`config.mk`:
```
export PLATFORM = sky130hd
export DESIGN_NAME = bgd_glue
export DESIGN_NICKNAME = d
export VERILOG_FILES = /design/src/hw/bgd_pkg.sv /design/src/hw/bgd_sync.sv /design/src/hw/bgd_glue.sv
export VERILOG_INCLUDE_DIRS = /design/src /design/src/hw
export SDC_FILE = /design/constraint.sdc
export NUM_CORES = 1
export LEC_CHECK = 0
export ABC_AREA = 1
export BUFFER_PORTS_ARGS = -buffer_cell sky130_fd_sc_hd__clkbuf_2
export CORE_AREA = 2 2 88 90
export CTS_CLUSTER_SIZE = 16
export DETAILED_ROUTE_END_ITERATION = 6
export DIE_AREA = 0 0 90 92
export HOLD_SLACK_MARGIN = 0.02
export PLACE_DENSITY = 0.72
export SYNTH_ARGS = -nofsm -noshare
export SYNTH_HDL_FRONTEND = slang
export SYNTH_SLANG_ARGS = --single-unit
```
`constraint.sdc`:
```
create_clock -name clk_sys -period 3.2 [get_ports clk_sys]
set_input_delay 0.48 -clock clk_sys [delete_from_list [all_inputs] [get_ports clk_sys]]
set_output_delay 0.48 -clock clk_sys [all_outputs]
set_load 0.02 [all_outputs]
```
`src/hw/bgd_defs.svh`:
```
`ifndef BGD_DEFS_SVH
`define BGD_DEFS_SVH

`define BGD_FLASH_BASE_NORM 32'h0000_0000
`define BGD_FLASH_LIM_NORM 32'h00ff_ffff
`define BGD_FLASH_BASE_BOOT 32'h0100_0000
`define BGD_FLASH_LIM_BOOT 32'h01ff_ffff
`define BGD_ROM_BASE 32'h0000_0000
`define BGD_ROM_LIM_4M 32'h003f_ffff
`define BGD_ROM_LIM_1M 32'h000f_ffff
`define BGD_ISA_MEM_LO 32'h0800_0000
`define BGD_ISA_MEM_HI 32'h0bff_ffff
`define BGD_ISA_IO_LO 32'h0c00_0000
`define BGD_ISA_IO_HI 32'h0dff_ffff
`define BGD_ISA_DACK_LO 32'h0e00_0000
`define BGD_ISA_DACK_HI 32'h0fff_ffff
`define BGD_ETH_FAST_LO 32'h0334_0c00
`define BGD_ETH_FAST_HI 32'h0334_8fff
`define BGD_ETH_MED_LO 32'h032c_0c00
`define BGD_ETH_MED_HI 32'h032c_0cff
`define BGD_ETH_SLOW_LO 32'h0324_0c00
`define BGD_ETH_SLOW_HI 32'h0324_0cff
`define BGD_LED_LO 32'h0302_ba00
`define BGD_LED_HI 32'h0302_baff
`define BGD_ISTAT_LO 32'h0302_b000
`define BGD_ISTAT_HI 32'h0302_b7ff
`define BGD_IRQ_W 9
`define BGD_IRQ_ISA_DMA 0
`define BGD_IRQ_LPT 1
`define BGD_IRQ_UNUSED 2
`define BGD_IRQ_ETH 3
`define BGD_IRQ_ETH_DMA 4
`define BGD_IRQ_COM1 5
`define BGD_IRQ_ISA 6
`define BGD_IRQ_GP 7
`define BGD_IRQ_COM2 8
`define BGD_SIMM_W 7
`define BGD_ISA_DRQ_W 8
`define BGD_ISA_IRQ_W 8

`endif

```
`src/hw/bgd_pkg.sv`:
```
package bgd_pkg;

    typedef struct packed {
        logic rom;
        logic flash;
        logic isa_mem;
        logic isa_io;
        logic isa_dack;
        logic eth_io;
        logic led_status;
        logic irq_status;
    } bgd_sel_t;

    typedef enum logic [2:0] {
        BGD_ST_RESET = 3'b001,
        BGD_ST_STRAP = 3'b010,
        BGD_ST_RUN = 3'b100
    } bgd_state_t;

endpackage : bgd_pkg

```
`src/hw/bgd_sync.sv`:
```
`timescale 1ns/10ps
`include "bgd_defs.svh"

// ----------------------------------------
// Two-stage synchroniser for pin inputs
// ----------------------------------------
module bgd_sync #(
    parameter int W = 1
) (
    input wire logic clk_sys,
    input wire logic reset_n,
    input wire logic [W-1:0] din,
    output logic [W-1:0] dout
);
    logic [W-1:0] meta;

    always_ff @(posedge clk_sys)
    begin
        if (!reset_n)
        begin
            meta <= '0;
            dout <= '0;
        end
        else
        begin
            meta <= din;
            dout <= meta;
        end
    end
endmodule : bgd_sync

```
`src/hw/bgd_glue.sv`:
```
`timescale 1ns/10ps
`include "bgd_defs.svh"

module bgd_glue (
    input wire logic clk_sys,
    input wire logic reset_n,
    input wire logic [31:0] cpu_addr,
    input wire logic cpu_read,
    input wire logic expansion_chip_select_n,
    input wire logic simple_io_select_two_n,
    input wire logic peripheral_select_one_n,
    input wire logic peripheral_select_two_n,
    input wire logic rom_space_select_n,
    input wire logic boot_mode_strap,
    input wire logic rom_size_strap,
    input wire logic clock_relation_strap,
    input wire logic [6:0] simm_info,
    input wire logic [7:0] isa_drq,
    input wire logic [7:0] isa_irq,
    input wire logic eth_irq,
    input wire logic eth_drq,
    input wire logic lpt_irq,
    input wire logic com1_irq,
    input wire logic com2_irq,
    input wire logic gp_irq,
    output bgd_pkg::bgd_sel_t dev_sel,
    output logic [6:0] simm_status,
    output logic [8:0] cpu_irq,
    output logic clock_sync_strap,
    output logic boot_rom_enabled,
    output logic rom_is_4m
);
    // ----------------------------------------
    // Pin synchronisers
    // ----------------------------------------
    logic [2:0] strap_sync;
    logic [6:0] simm_sync;
    logic [`BGD_ISA_DRQ_W-1:0] isa_drq_sync;
    logic [`BGD_ISA_IRQ_W-1:0] isa_irq_sync;
    logic eth_irq_sync;
    logic eth_drq_sync;
    logic lpt_irq_sync;
    logic com1_irq_sync;
    logic com2_irq_sync;
    logic gp_irq_sync;

    bgd_sync #(.W(3)) u_strap_sync (
        .clk_sys(clk_sys),
        .reset_n(reset_n),
        .din({boot_mode_strap, rom_size_strap, clock_relation_strap}),
        .dout(strap_sync)
    );

    bgd_sync #(.W(`BGD_SIMM_W)) u_simm_sync (
        .clk_sys(clk_sys),
        .reset_n(reset_n),
        .din(simm_info),
        .dout(simm_sync)
    );

    bgd_sync #(.W(`BGD_ISA_DRQ_W)) u_isa_drq_sync (
        .clk_sys(clk_sys),
        .reset_n(reset_n),
        .din(isa_drq),
        .dout(isa_drq_sync)
    );

    bgd_sync #(.W(`BGD_ISA_IRQ_W)) u_isa_irq_sync (
        .clk_sys(clk_sys),
        .reset_n(reset_n),
        .din(isa_irq),
        .dout(isa_irq_sync)
    );

    bgd_sync u_eth_irq_sync (
        .clk_sys(clk_sys),
        .reset_n(reset_n),
        .din(eth_irq),
        .dout(eth_irq_sync)
    );

    bgd_sync u_eth_drq_sync (
        .clk_sys(clk_sys),
        .reset_n(reset_n),
        .din(eth_drq),
        .dout(eth_drq_sync)
    );

    bgd_sync u_lpt_irq_sync (
        .clk_sys(clk_sys),
        .reset_n(reset_n),
        .din(lpt_irq),
        .dout(lpt_irq_sync)
    );

    bgd_sync u_com1_irq_sync (
        .clk_sys(clk_sys),
        .reset_n(reset_n),
        .din(com1_irq),
        .dout(com1_irq_sync)
    );

    bgd_sync u_com2_irq_sync (
        .clk_sys(clk_sys),
        .reset_n(reset_n),
        .din(com2_irq),
        .dout(com2_irq_sync)
    );

    bgd_sync u_gp_irq_sync (
        .clk_sys(clk_sys),
        .reset_n(reset_n),
        .din(gp_irq),
        .dout(gp_irq_sync)
    );

    // ----------------------------------------
    // Strap capture
    // ----------------------------------------
    // Straps are latched once after reset; moving a shunt live would remap
    // code under the running processor.
    bgd_pkg::bgd_state_t state;
    logic boot_rom_on;
    logic rom_4m;
    logic sync_full;

    // Sync stages clear in reset, so the strap sample waits one more edge
    always_ff @(posedge clk_sys)
    begin
        if (!reset_n)
        begin
            sync_full <= 1'b0;
        end
        else
        begin
            sync_full <= 1'b1;
        end
    end

    always_ff @(posedge clk_sys)
    begin
        if (!reset_n)
        begin
            state <= bgd_pkg::BGD_ST_RESET;
        end
        else
        begin
            case (state)
                bgd_pkg::BGD_ST_RESET: state <= sync_full ? bgd_pkg::BGD_ST_STRAP : state;
                bgd_pkg::BGD_ST_STRAP: state <= bgd_pkg::BGD_ST_RUN;
                bgd_pkg::BGD_ST_RUN: state <= bgd_pkg::BGD_ST_RUN;
                default: state <= bgd_pkg::BGD_ST_RESET;
            endcase
        end
    end

    always_ff @(posedge clk_sys)
    begin
        if (!reset_n)
        begin
            boot_rom_on <= 1'b0;
            rom_4m <= 1'b0;
            clock_sync_strap <= 1'b0;
        end
        else if (state == bgd_pkg::BGD_ST_STRAP)
        begin
            boot_rom_on <= strap_sync[2];
            rom_4m <= strap_sync[1];
            clock_sync_strap <= strap_sync[0];
        end
    end

    always_ff @(posedge clk_sys)
    begin
        if (!reset_n)
        begin
            boot_rom_enabled <= 1'b0;
            rom_is_4m <= 1'b0;
        end
        else
        begin
            boot_rom_enabled <= boot_rom_on;
            rom_is_4m <= rom_4m;
        end
    end

    // ----------------------------------------
    // Address decode
    // ----------------------------------------
    function automatic logic in_range(input logic [31:0] a, input logic [31:0] lo,
                                      input logic [31:0] hi);
        in_range = (a >= lo) && (a <= hi);
    endfunction : in_range

    bgd_pkg::bgd_sel_t next_sel;
    logic [31:0] rom_lim;
    logic running;

    assign running = (state == bgd_pkg::BGD_ST_RUN);
    assign rom_lim = rom_4m ? `BGD_ROM_LIM_4M : `BGD_ROM_LIM_1M;

    always_comb
    begin
        next_sel = '0;
        if (!running)
        begin
            next_sel = '0;
        end
        else if (!rom_space_select_n)
        begin
            if (boot_rom_on)
            begin
                next_sel.rom = in_range(cpu_addr, `BGD_ROM_BASE, rom_lim);
                next_sel.flash = in_range(cpu_addr, `BGD_FLASH_BASE_BOOT,
                                          `BGD_FLASH_LIM_BOOT);
            end
            else
            begin
                // ROM unreachable with strap off
                next_sel.flash = in_range(cpu_addr, `BGD_FLASH_BASE_NORM,
                                          `BGD_FLASH_LIM_NORM);
            end
        end
        else if (!expansion_chip_select_n)
        begin
            next_sel.isa_mem = in_range(cpu_addr, `BGD_ISA_MEM_LO, `BGD_ISA_MEM_HI);
            next_sel.isa_io = in_range(cpu_addr, `BGD_ISA_IO_LO, `BGD_ISA_IO_HI);
            next_sel.isa_dack = in_range(cpu_addr, `BGD_ISA_DACK_LO, `BGD_ISA_DACK_HI);
        end
        else if (!simple_io_select_two_n)
        begin
            next_sel.eth_io = in_range(cpu_addr, `BGD_ETH_FAST_LO, `BGD_ETH_FAST_HI)
                || in_range(cpu_addr, `BGD_ETH_MED_LO, `BGD_ETH_MED_HI)
                || in_range(cpu_addr, `BGD_ETH_SLOW_LO, `BGD_ETH_SLOW_HI);
        end
        else if (!peripheral_select_one_n)
        begin
            next_sel.led_status = in_range(cpu_addr, `BGD_LED_LO, `BGD_LED_HI);
        end
        else if (!peripheral_select_two_n)
        begin
            next_sel.irq_status = cpu_read
                && in_range(cpu_addr, `BGD_ISTAT_LO, `BGD_ISTAT_HI);
        end
    end

    // Priority chain above already yields one hot or none
    always_ff @(posedge clk_sys)
    begin
        if (!reset_n)
        begin
            dev_sel <= '0;
        end
        else
        begin
            dev_sel <= next_sel;
        end
    end

    // ----------------------------------------
    // Flash module status
    // ----------------------------------------
    always_ff @(posedge clk_sys)
    begin
        if (!reset_n)
        begin
            simm_status <= '0;
        end
        else
        begin
            simm_status <= simm_sync;
        end
    end

    // ----------------------------------------
    // Interrupt routing
    // ----------------------------------------
    logic [8:0] next_irq;

    always_comb
    begin
        next_irq = '0;
        next_irq[`BGD_IRQ_ISA_DMA] = |isa_drq_sync;
        next_irq[`BGD_IRQ_ISA] = |isa_irq_sync;
        next_irq[`BGD_IRQ_ETH] = eth_irq_sync;
        next_irq[`BGD_IRQ_ETH_DMA] = eth_drq_sync;
        next_irq[`BGD_IRQ_LPT] = lpt_irq_sync;
        next_irq[`BGD_IRQ_COM1] = com1_irq_sync;
        next_irq[`BGD_IRQ_COM2] = com2_irq_sync;
        next_irq[`BGD_IRQ_GP] = gp_irq_sync;
        next_irq[`BGD_IRQ_UNUSED] = 1'b0;
    end

    always_ff @(posedge clk_sys)
    begin
        if (!reset_n)
        begin
            cpu_irq <= '0;
        end
        else
        begin
            cpu_irq <= next_irq;
        end
    end
endmodule : bgd_glue

```
==> impl.org, run 1 <==
** Run status
- The flow ran to the end, and the final reports show no timing, DRC or antenna violations.

** Setup path
- For flop-to-flop paths, the worst setup slack is around 1900 ps.
- Critical path buffers and inverters :: 1
- On the critical path the largest part of the delay comes from flip-flops.
- CP max-delay cell :: sky130_fd_sc_hd__dfxtp_1
- Along the worst path, the maximum fanout reaches 1.
- Worst stage delay on the critical path :: 350 ps
- Startpoint-to-endpoint class of the critical path :: flop to output pin
- The number of cells on the worst reg-to-reg path is 7.
- For the worst setup path, the data arrival time is around 860 ps.
- Crit Reg-Reg Startpoint :: state[0]
- The critical path goes through clkbuf_2.
- STA classifies the critical path startpoint as a flop.
- Nature of the critical path endpoint :: output pin
- In this run the critical register-to-register path is captured at dev_sel[1].
- CP Data Required Time :: between 2000 and 3000 ps
- In this run the number of cells on the critical path is 1.

** Hold path
- HP Class :: input port to flop
- The worst hold path terminates at u_simm_sync.meta[3].
- The worst hold path was traced through 3 stages.
- Hold path startpoint :: simm_info[3]

** GRT
- Number of global-route vias before repair :: ~2600
- Initial antenna violation count :: 0
- Gr ovfl total :: 0
- Entering global routing, the biggest net connects just over 80 pins.
- Total global routing track utilization :: 0.151
- Wire length of the first global-routing pass :: about 10000 µm

** Cells and area
- The net count of the finished layout is slightly below 600.
- Fill cells in the final layout number ~750.
- Leaving out fill and tap cells, the most frequent cell in the layout is sky130_fd_sc_hd__nand2_1.
- Share of final-layout standard cells stronger than drive strength 1 :: 0.242
- Measured on the finished design, the core utilization comes to 0.550.
- Compared with the post-synthesis result, the final layout area differs by 22.6%.
- 0 antenna diodes ended up in the layout.
- Summing all multi-input logic gate instances after layout gives around 960 µm².
- Sequential cell area :: approximately 1900 µm²
- The top cell types in the final layout, fill and taps aside, are 110 x sky130_fd_sc_hd__nand2_1, 105 x sky130_fd_sc_hd__inv_1, 97 x sky130_fd_sc_hd__clkbuf_2.

** STA
- Hold is met by 301 ps.
- Setup repair after global routing left no endpoint under its margin.
- Dividing the final minimum period by the clock period gives 0.419.
- Time the worst path needs with I/O delays and setup :: 1340 ps
- Max_slew headroom :: 0.535
- Least-Margin Pin Slew :: 697 ps
- Worst clock skew on the final layout :: roughly 9 ps
- Summed over all failing endpoints, the final setup total negative slack is 0 ps.
- After layout, the worst setup slack is roughly 1900 ps.
- Final-report max-slew violation count :: 0
- Hold Fails Final Rpt :: 0
- Setup violations remaining at the end of the flow were counted as 0.
- For this run, the top clock speed supported by timing is ~750 MHz.

** Yosys
- Number of nets in the synthesized netlist :: between 400 and 500
- The number of different library cells used by synthesis comes to 26.
- Top area cells in the synthesized netlist :: sky130_fd_sc_hd__dfxtp_1 58%, sky130_fd_sc_hd__nand2_1 12%, sky130_fd_sc_hd__inv_1 12%, sky130_fd_sc_hd__nand3_1 2.5%, sky130_fd_sc_hd__nor2_1 2.2%
- Dominant cell type by area after synthesis :: sky130_fd_sc_hd__dfxtp_1
- The cell area that synthesis handed to floorplanning was between 3000 and 4000 µm².
- Number of storage elements in the synthesis netlist :: between 90 and 100
- Register area share after synthesis :: 0.575
- By area, the combinational part of the netlist is dominated by simple AND/OR/NAND/NOR gates.
- Synth Area in XOR/XNOR :: 0
- In this run the mean area of a mapped cell was around 7.9 µm².
- Post-synthesis mux area share :: 0
- Yosys printed 0 warnings.
- Of the total synthesized cell area, the portion taken by AND, OR, NAND and NOR gates is 0.253.
- Adder-cell share of the synthesized area :: 0.00749
- Of the post-synthesis cell area, the dominant cell type holds 0.575.
- Post-synthesis compound-gate area fraction :: 0.0274
- Counting every instance in the synthesized netlist gives around 420.

** Pwr
- Of the total power, registers draw 0.588.
- Leakage power total :: roughly 2.5 nW
- The share of total power dissipated in combinational logic is 0.077.
- VDD sags by at most 0.000458 V.
- The share of total power dissipated in the clock network is 0.335.
- The internal portion of the total power is ~1.6 mW.
- Net switching power :: 0.528 mW
- For this design the ratio of total power to cell area is ~520 nW/µm².
- Summing internal, switching and leakage power gives approximately 2.1 mW.
- Fraction of power spent switching nets :: 0.248

** Clocking
- Max H-tree Level :: 3
- Clk slew on worst S/H paths :: about 90 ps
- The tree is rooted in a sky130_fd_sc_hd__clkbuf_8.
- In this run, post-CTS hold repair placed 0 buffers.
- Number of buffers created by CTS :: 9
- Number of buffers on the longest clock path :: 2
- CTS tree :: yes
- Clock net sink count :: 96
- Buffers added to address setup during post-CTS repair amount to 0.
- The number of gates resized after CTS was 0.
- The clock reaches the later pin of the worst-skew pair after about 350 ps.

** Route
- For this block, the routed nets add up to approximately 5600 µm of wire.
- Drt initial violations :: around 120
- TritonRoute pass-1 iters :: 4
- Number of nets with antenna violations after routing :: 0
- For this run, design rule violations remaining after detail routing come to 0.
- Average wire per cell in the routed design :: between 8 and 9 µm
- Via density per instance :: ~4.3
- Detailed-route via count :: ~2700

** Job
- Max cap viols :: 0

** Placed design
- After legalization and detailed placement, the total HPWL measured around 4200 µm.
- During placement, the flow inserted port buffers numbering 97.
- Post-placement setup slack :: 1630 ps
- Last weighted congestion value of the routability-driven placer :: 0.784

** Floorplanning
- For this configuration, the core starts out at a cell density of 0.448.
- In this run the core area contains 32 standard-cell rows.
- Total Die Area :: 8280 µm²
- Die X :: 90 µm
- The floorplan step set the die height to about 92 µm.
- Top Ports :: just under 100
- CORE AREA :: between 7000 and 8000 µm²
## synthesized netlist by cell type
cell and n:
sky130_fd_sc_hd__inv_2 4, sky130_fd_sc_hd__a31oi_1 1, sky130_fd_sc_hd__nor3b_1 1, sky130_fd_sc_hd__nand4_1 10, sky130_fd_sc_hd__buf_4 1, sky130_fd_sc_hd__o21ai_0 4
sky130_fd_sc_hd__nor4_1 9, sky130_fd_sc_hd__nand2_1 110, sky130_fd_sc_hd__a21oi_1 10, sky130_fd_sc_hd__nand3_1 17, sky130_fd_sc_hd__a21o_1 1, sky130_fd_sc_hd__nor2_2 4
sky130_fd_sc_hd__o21a_1 1, sky130_fd_sc_hd__buf_2 3, sky130_fd_sc_hd__clkbuf_1 6, sky130_fd_sc_hd__nor2_4 2, sky130_fd_sc_hd__dfxtp_1 96, sky130_fd_sc_hd__ha_1 2
sky130_fd_sc_hd__conb_1 1, sky130_fd_sc_hd__nor3_1 8, sky130_fd_sc_hd__nand3b_1 1, sky130_fd_sc_hd__nor2_8 1, sky130_fd_sc_hd__inv_1 105, sky130_fd_sc_hd__nand2_4 2
sky130_fd_sc_hd__nand2_2 1, sky130_fd_sc_hd__nor2_1 20
## per-stage QoR
step                cell area, µm²  instances
floorplan                     3340        421
global placement              3920        611
detailed placement            3920        611
CTS                           4090        627
global route                  4090        627
finish                        4090        627
## power groups by stage
stage	clock [mW]	sequential, mW	combinational (mW)
after global placement	0	1.28	0.163
after floorplan	0	1.29	0.0861
after detailed placement	0	1.28	0.167
final	0.715	1.25	0.165
after global routing	0.798	1.26	0.193
after CTS	0.743	1.25	0.168
## worst max path at each step
| stage | from | endpoint |
|---|---|---|
| after floorplan | reset_n | dev_sel[1] |
| after global placement | reset_n | rom_4m |
| after detailed placement | reset_n | rom_4m |
| after CTS | cpu_irq[0] | cpu_irq[0] |
| after global routing | state[0] | dev_sel[1] |
| final | boot_rom_enabled | boot_rom_enabled |
## sequential cells by signal, indices dropped and copies added (netlist names), 8 cells and up
name / count
u_isa_irq_sync.meta: 8
u_isa_irq_sync.dout: 8
u_isa_drq_sync.meta: 8
cpu_irq: 8
dev_sel: 8
u_isa_drq_sync.dout: 8
## cells by family after synthesis
kind of cell / count (synthesis)
AO/OA/AOI/OAI: 17
flip-flops: 96
other: 1
buffers and inverters: 119
adder cells (fa/ha/maj): 2
AND/OR/NAND/NOR: 186
## metal layers
layer | global-route usage | wire length (µm)
met1 | 0.169 | 2500
met4 | 0.0590 | 101
met3 | 0.0444 | 395
met2 | 0.269 | 2640
met5 | 0 | 0
## layout make-up
cell class,count,area share
tap,102,0.0312
sequential,96,0.469
multi-input combinational,206,0.235
inverter,109,0.0999
timing repair buffer,98,0.120
clock buffer,10,0.0312
clock inverter,6,0.0125
(Power assumes the default switching activity.)
==> inputs of run 2 (changes only) <==
Settings changed: CORE_AREA 2 2 88 90 to 2 2 89 91, DIE_AREA 0 0 90 92 to 0 0 91 93, PLACE_DENSITY 0.72 to 0.73.
Clock period 3.2 ns to 1.1 ns, I/O delays scaled along.
==> run 2 against run 1 <==
The run now ends with setup timing left. Core utilization rose by 8.4 points. Worst setup slack worse by 1900 ps. Via count increased by 10%. Hold slack got worse by 220 ps. Combinational power increased to 4.1 times the previous value. Sequential share of layout area is 6.5 points lower. Clock skew is 2.6 ps lower. Final cell count is 8.9% higher. Die area rose by 2.2%. Wire length up 26%. Design area rose by 17%. Critical path depth rose by 5.
==> impl.org, run 2 (same netlist as run 1, synthesis figures left out) <==
** Run status
- The flow ran to the end, but the final reports show violations.
- The final reports fail on setup timing.

** STA
- The worst path in the final design needs a cycle of approximately 1200 ps, including I/O delays and setup.
- Unrepaired setup endpoints after global routing :: yes
- The total count of max-transition violations in the final report was 0 (unchanged).
- The largest clock skew in the final design came to 6.48 ps (-2.59 ps).
- Fraction of the cycle the final worst path needs :: 1.06
- The final critical-path setup slack came to -68.9 ps (-1930 ps).
- For this run, the top clock speed supported by timing is between 800 and 900 MHz.
- The final hold violation count was 0 (unchanged).
- The number of setup violations in the final report was 2 (+2).
- The worst hold slack came to 78.7 ps (-222 ps).

** Pwr
- IR drop worst, VDD :: 0.00103 V (+120%)
- Sequential cell fraction of total power :: 0.531 (-0.057)
- The share of total power in the clock network came to 0.370 (+0.035).
- Leakage power total :: 2.80 nW (+12%)
- The switching power as a share of total power came to 0.235 (-0.0125).
- The power per cell area was 1440 nW/µm² (+180%).
- Share of power burned in combinational logic :: 0.099 (+0.022)
- Net switching power :: 1.62 mW (+210%)
- The internal power component was 5.26 mW (+230%).

** Setup path
- Critical path buffers and inverters :: 1 (unchanged)
- The data arrival time of the worst path came to 1460 ps (+600 ps).
- Startpoint-to-endpoint class of the critical path :: flop to flop
- The largest individual stage delay along the critical path comes from the cell sky130_fd_sc_hd__dfxtp_2.
- Worst setup SP type :: flop
- Worst reg2reg path depth :: 6 (-1)
- The maximum cell stage delay along the critical path came to 360 ps (about the same).
- Worst-path cell chain :: inv_4 -> ha_4 -> nand2_2 -> nor3_2 -> nand4_1 -> a21oi_1
- The top fanout value on the critical path was 3 (+2).
- Top delay family on crit path :: flip-flops
- CP Data Required Time :: 1390 ps (-1330 ps)
- Critical path depth :: 6 (+5)
- STA classifies the critical path endpoint as a flop.

** Floorplanning
- The standard cell core area came to 7530 µm² (+1.1%).
- Starting density of the core :: 0.444 (-0.00477)
- Top Ports :: 99 (unchanged)
- Row cnt :: 32 (unchanged)
- Height of the chip :: 93 µm (+1.1%)
- The width of the die is 91 µm (+1.1%).
- Total Die Area :: 8460 µm² (+2.2%)

** Route
- Detail Route met2 WL :: 3490 µm (+32%)
- Number of nets with antenna violations after routing :: 0 (unchanged)
- TritonRoute pass-1 iters :: 4 (unchanged)
- Average wire per cell in the routed design :: 10.4 µm (+16%)
- Drt initial violations :: 110 (-9.8%)
- The routed length on met3 was 459 µm (+16%).
- Top metal layer carrying routed signals :: met4
- The routed metal-1 wirelength came to 3000 µm (+20%).
- Total Wirelength :: 7100 µm (+26%)
- The DRC violation count after routing is 0 (unchanged).
- The detailed-route via count is 2978 (+10%).
- The via-per-instance ratio is 4.36 (+1.4%).

** GRT
- The remaining global-route overflow came to 0 (unchanged).
- The first-pass GRT wire length was 11800 µm (+15%).
- Number of global-route vias before repair :: 2881 (+12%)
- Largest net degree at the start of global routing :: 66 (-20%)
- The initial antenna violation count came to 0 (unchanged).
- The total routing resource utilization after global routing was 0.175 (+0.0239).

** Clocking
- Number of buffers on the longest clock path :: 2 (unchanged)
- Clock network latency to the later pin of the worst-skew pair :: 350 ps (about the same)
- Clock net sink count :: 96 (unchanged)
- TritonCTS built the clock tree.
- The number of buffers created by CTS was 9 (unchanged).
- The root buffer cell chosen for the clock tree is sky130_fd_sc_hd__clkbuf_8.
- The CTS H-tree depth was 3 (unchanged).
- Clk slew on worst S/H paths :: 90 ps (about the same)

** Placed design
- Placed Cells :: 633 (+3.6%)
- The worst slack after detailed placement is -140 ps (-1770 ps).
- Port-buffer cells :: 97 (unchanged)
- Last weighted congestion value of the routability-driven placer :: 0.939 (+20%)
- The half-perimeter wire length of the detailed placement result is 4570 µm (+8.0%).

** Cells and area
- The final antenna diode count is 0 (unchanged).
- In the layout the commonest cells are 108 x sky130_fd_sc_hd__nand2_1, 102 x sky130_fd_sc_hd__inv_1, 97 x sky130_fd_sc_hd__clkbuf_2.
- Final-layout fill cell count :: 675 (-9.4%)
- The library cell used most frequently in the layout, excluding fill and tap cells, is sky130_fd_sc_hd__nand2_1.
- The final standard cell utilization of the core came to 0.634 (+0.0839).
- Area Growth Syn to Fin :: 42.8%
- Share of final-layout standard cells stronger than drive strength 1 :: 0.298 (+0.0559)
- Final cell count without fillers :: 683 (+8.9%)
- The final layout net count was 650 (+9.4%).

** Hold path
- HP Class :: input port to flop
- Hold Crit Depth :: 4 (+1)

** Job
- The number of max-cap violations is 0 (unchanged).
[run 2: cell count changes in the layout (fill, tap and decap cells not counted), moves of 3 or more]
cell / previous run / this run
sky130_fd_sc_hd__buf_4: 1 / 23
sky130_fd_sc_hd__dfxtp_1: 96 / 92
sky130_fd_sc_hd__dfxtp_2: 0 / 4
sky130_fd_sc_hd__dlygate4sd3_1: 0 / 33
sky130_fd_sc_hd__inv_1: 105 / 102
sky130_fd_sc_hd__nor3_1: 8 / 5
sky130_fd_sc_hd__nor3_2: 0 / 3
sky130_fd_sc_hd__nor4_1: 9 / 6
[run 2: cell type report]
class                   instances  area, µm²  area share
flip-flops and latches         96       1930       0.404
multi-input cells             206       1070       0.224
repair buffers                154       1010       0.211
inverters                     109        412      0.0863
well taps                     102        128      0.0268
clock buffers                   9        124      0.0260
clock inverters                 7        103      0.0215
[run 2: worst reg2reg max path, cell delays in order, from the launching register on]
cell and delay [ps]:
sky130_fd_sc_hd__dfxtp_2 360, sky130_fd_sc_hd__inv_4 50, sky130_fd_sc_hd__ha_4 270, sky130_fd_sc_hd__nand2_2 60, sky130_fd_sc_hd__nor3_2 100, sky130_fd_sc_hd__nand4_1 130, sky130_fd_sc_hd__a21oi_1 140
[run 2: through the flow]
stage / instance area [µm²] / total power [mW] / setup TNS (ps)
after detailed placement: 4090 / 4.28 / -332
final: 4770 / 6.88 / -76.2
after CTS: 4690 / 6.94 / -94.2
after floorplan: 3340 / 4.00 / 0
after global routing: 4770 / 7.19 / -452
after global placement: 4090 / 4.26 / -227
[run 2: per-layer routing]
metal  GRT usage  vias to the layer above
li1            -                     1549
met1       0.196                     1298
met2       0.309                      115
met3      0.0411                       16
met4      0.0896                        0
met5           0                        -
[run 2: timing repair]
item | CTS | global route
hold buffers | 33 | 0
resized for setup | 14 | 13
hold endpoints to repair | 33 | 0
pin swaps | 3 | 5
setup buffers | 1 | 1
endpoints found under the setup margin | 7 | 9
[run 2: power by group through the flow]
stage / sequential, mW / clock, mW / combinational (mW)
2_1_floorplan: 3.75 / 0 / 0.250
3_3_place_gp: 3.73 / 0 / 0.536
3_5_place_dp: 3.73 / 0 / 0.547
4_1_cts: 3.65 / 2.64 / 0.650
5_1_grt: 3.66 / 2.77 / 0.760
6_report: 3.65 / 2.55 / 0.681
[run 2: final timing paths]
check	startpoint	end	slack (ps)
setup / recovery	rom_4m	dev_sel[7]	-70
setup reg to reg	rom_4m	dev_sel[7]	-70
hold / removal	peripheral_select_one_n	dev_sel[1]	80
hold reg to reg	u_isa_drq_sync.meta[5]	u_isa_drq_sync.dout[5]	420
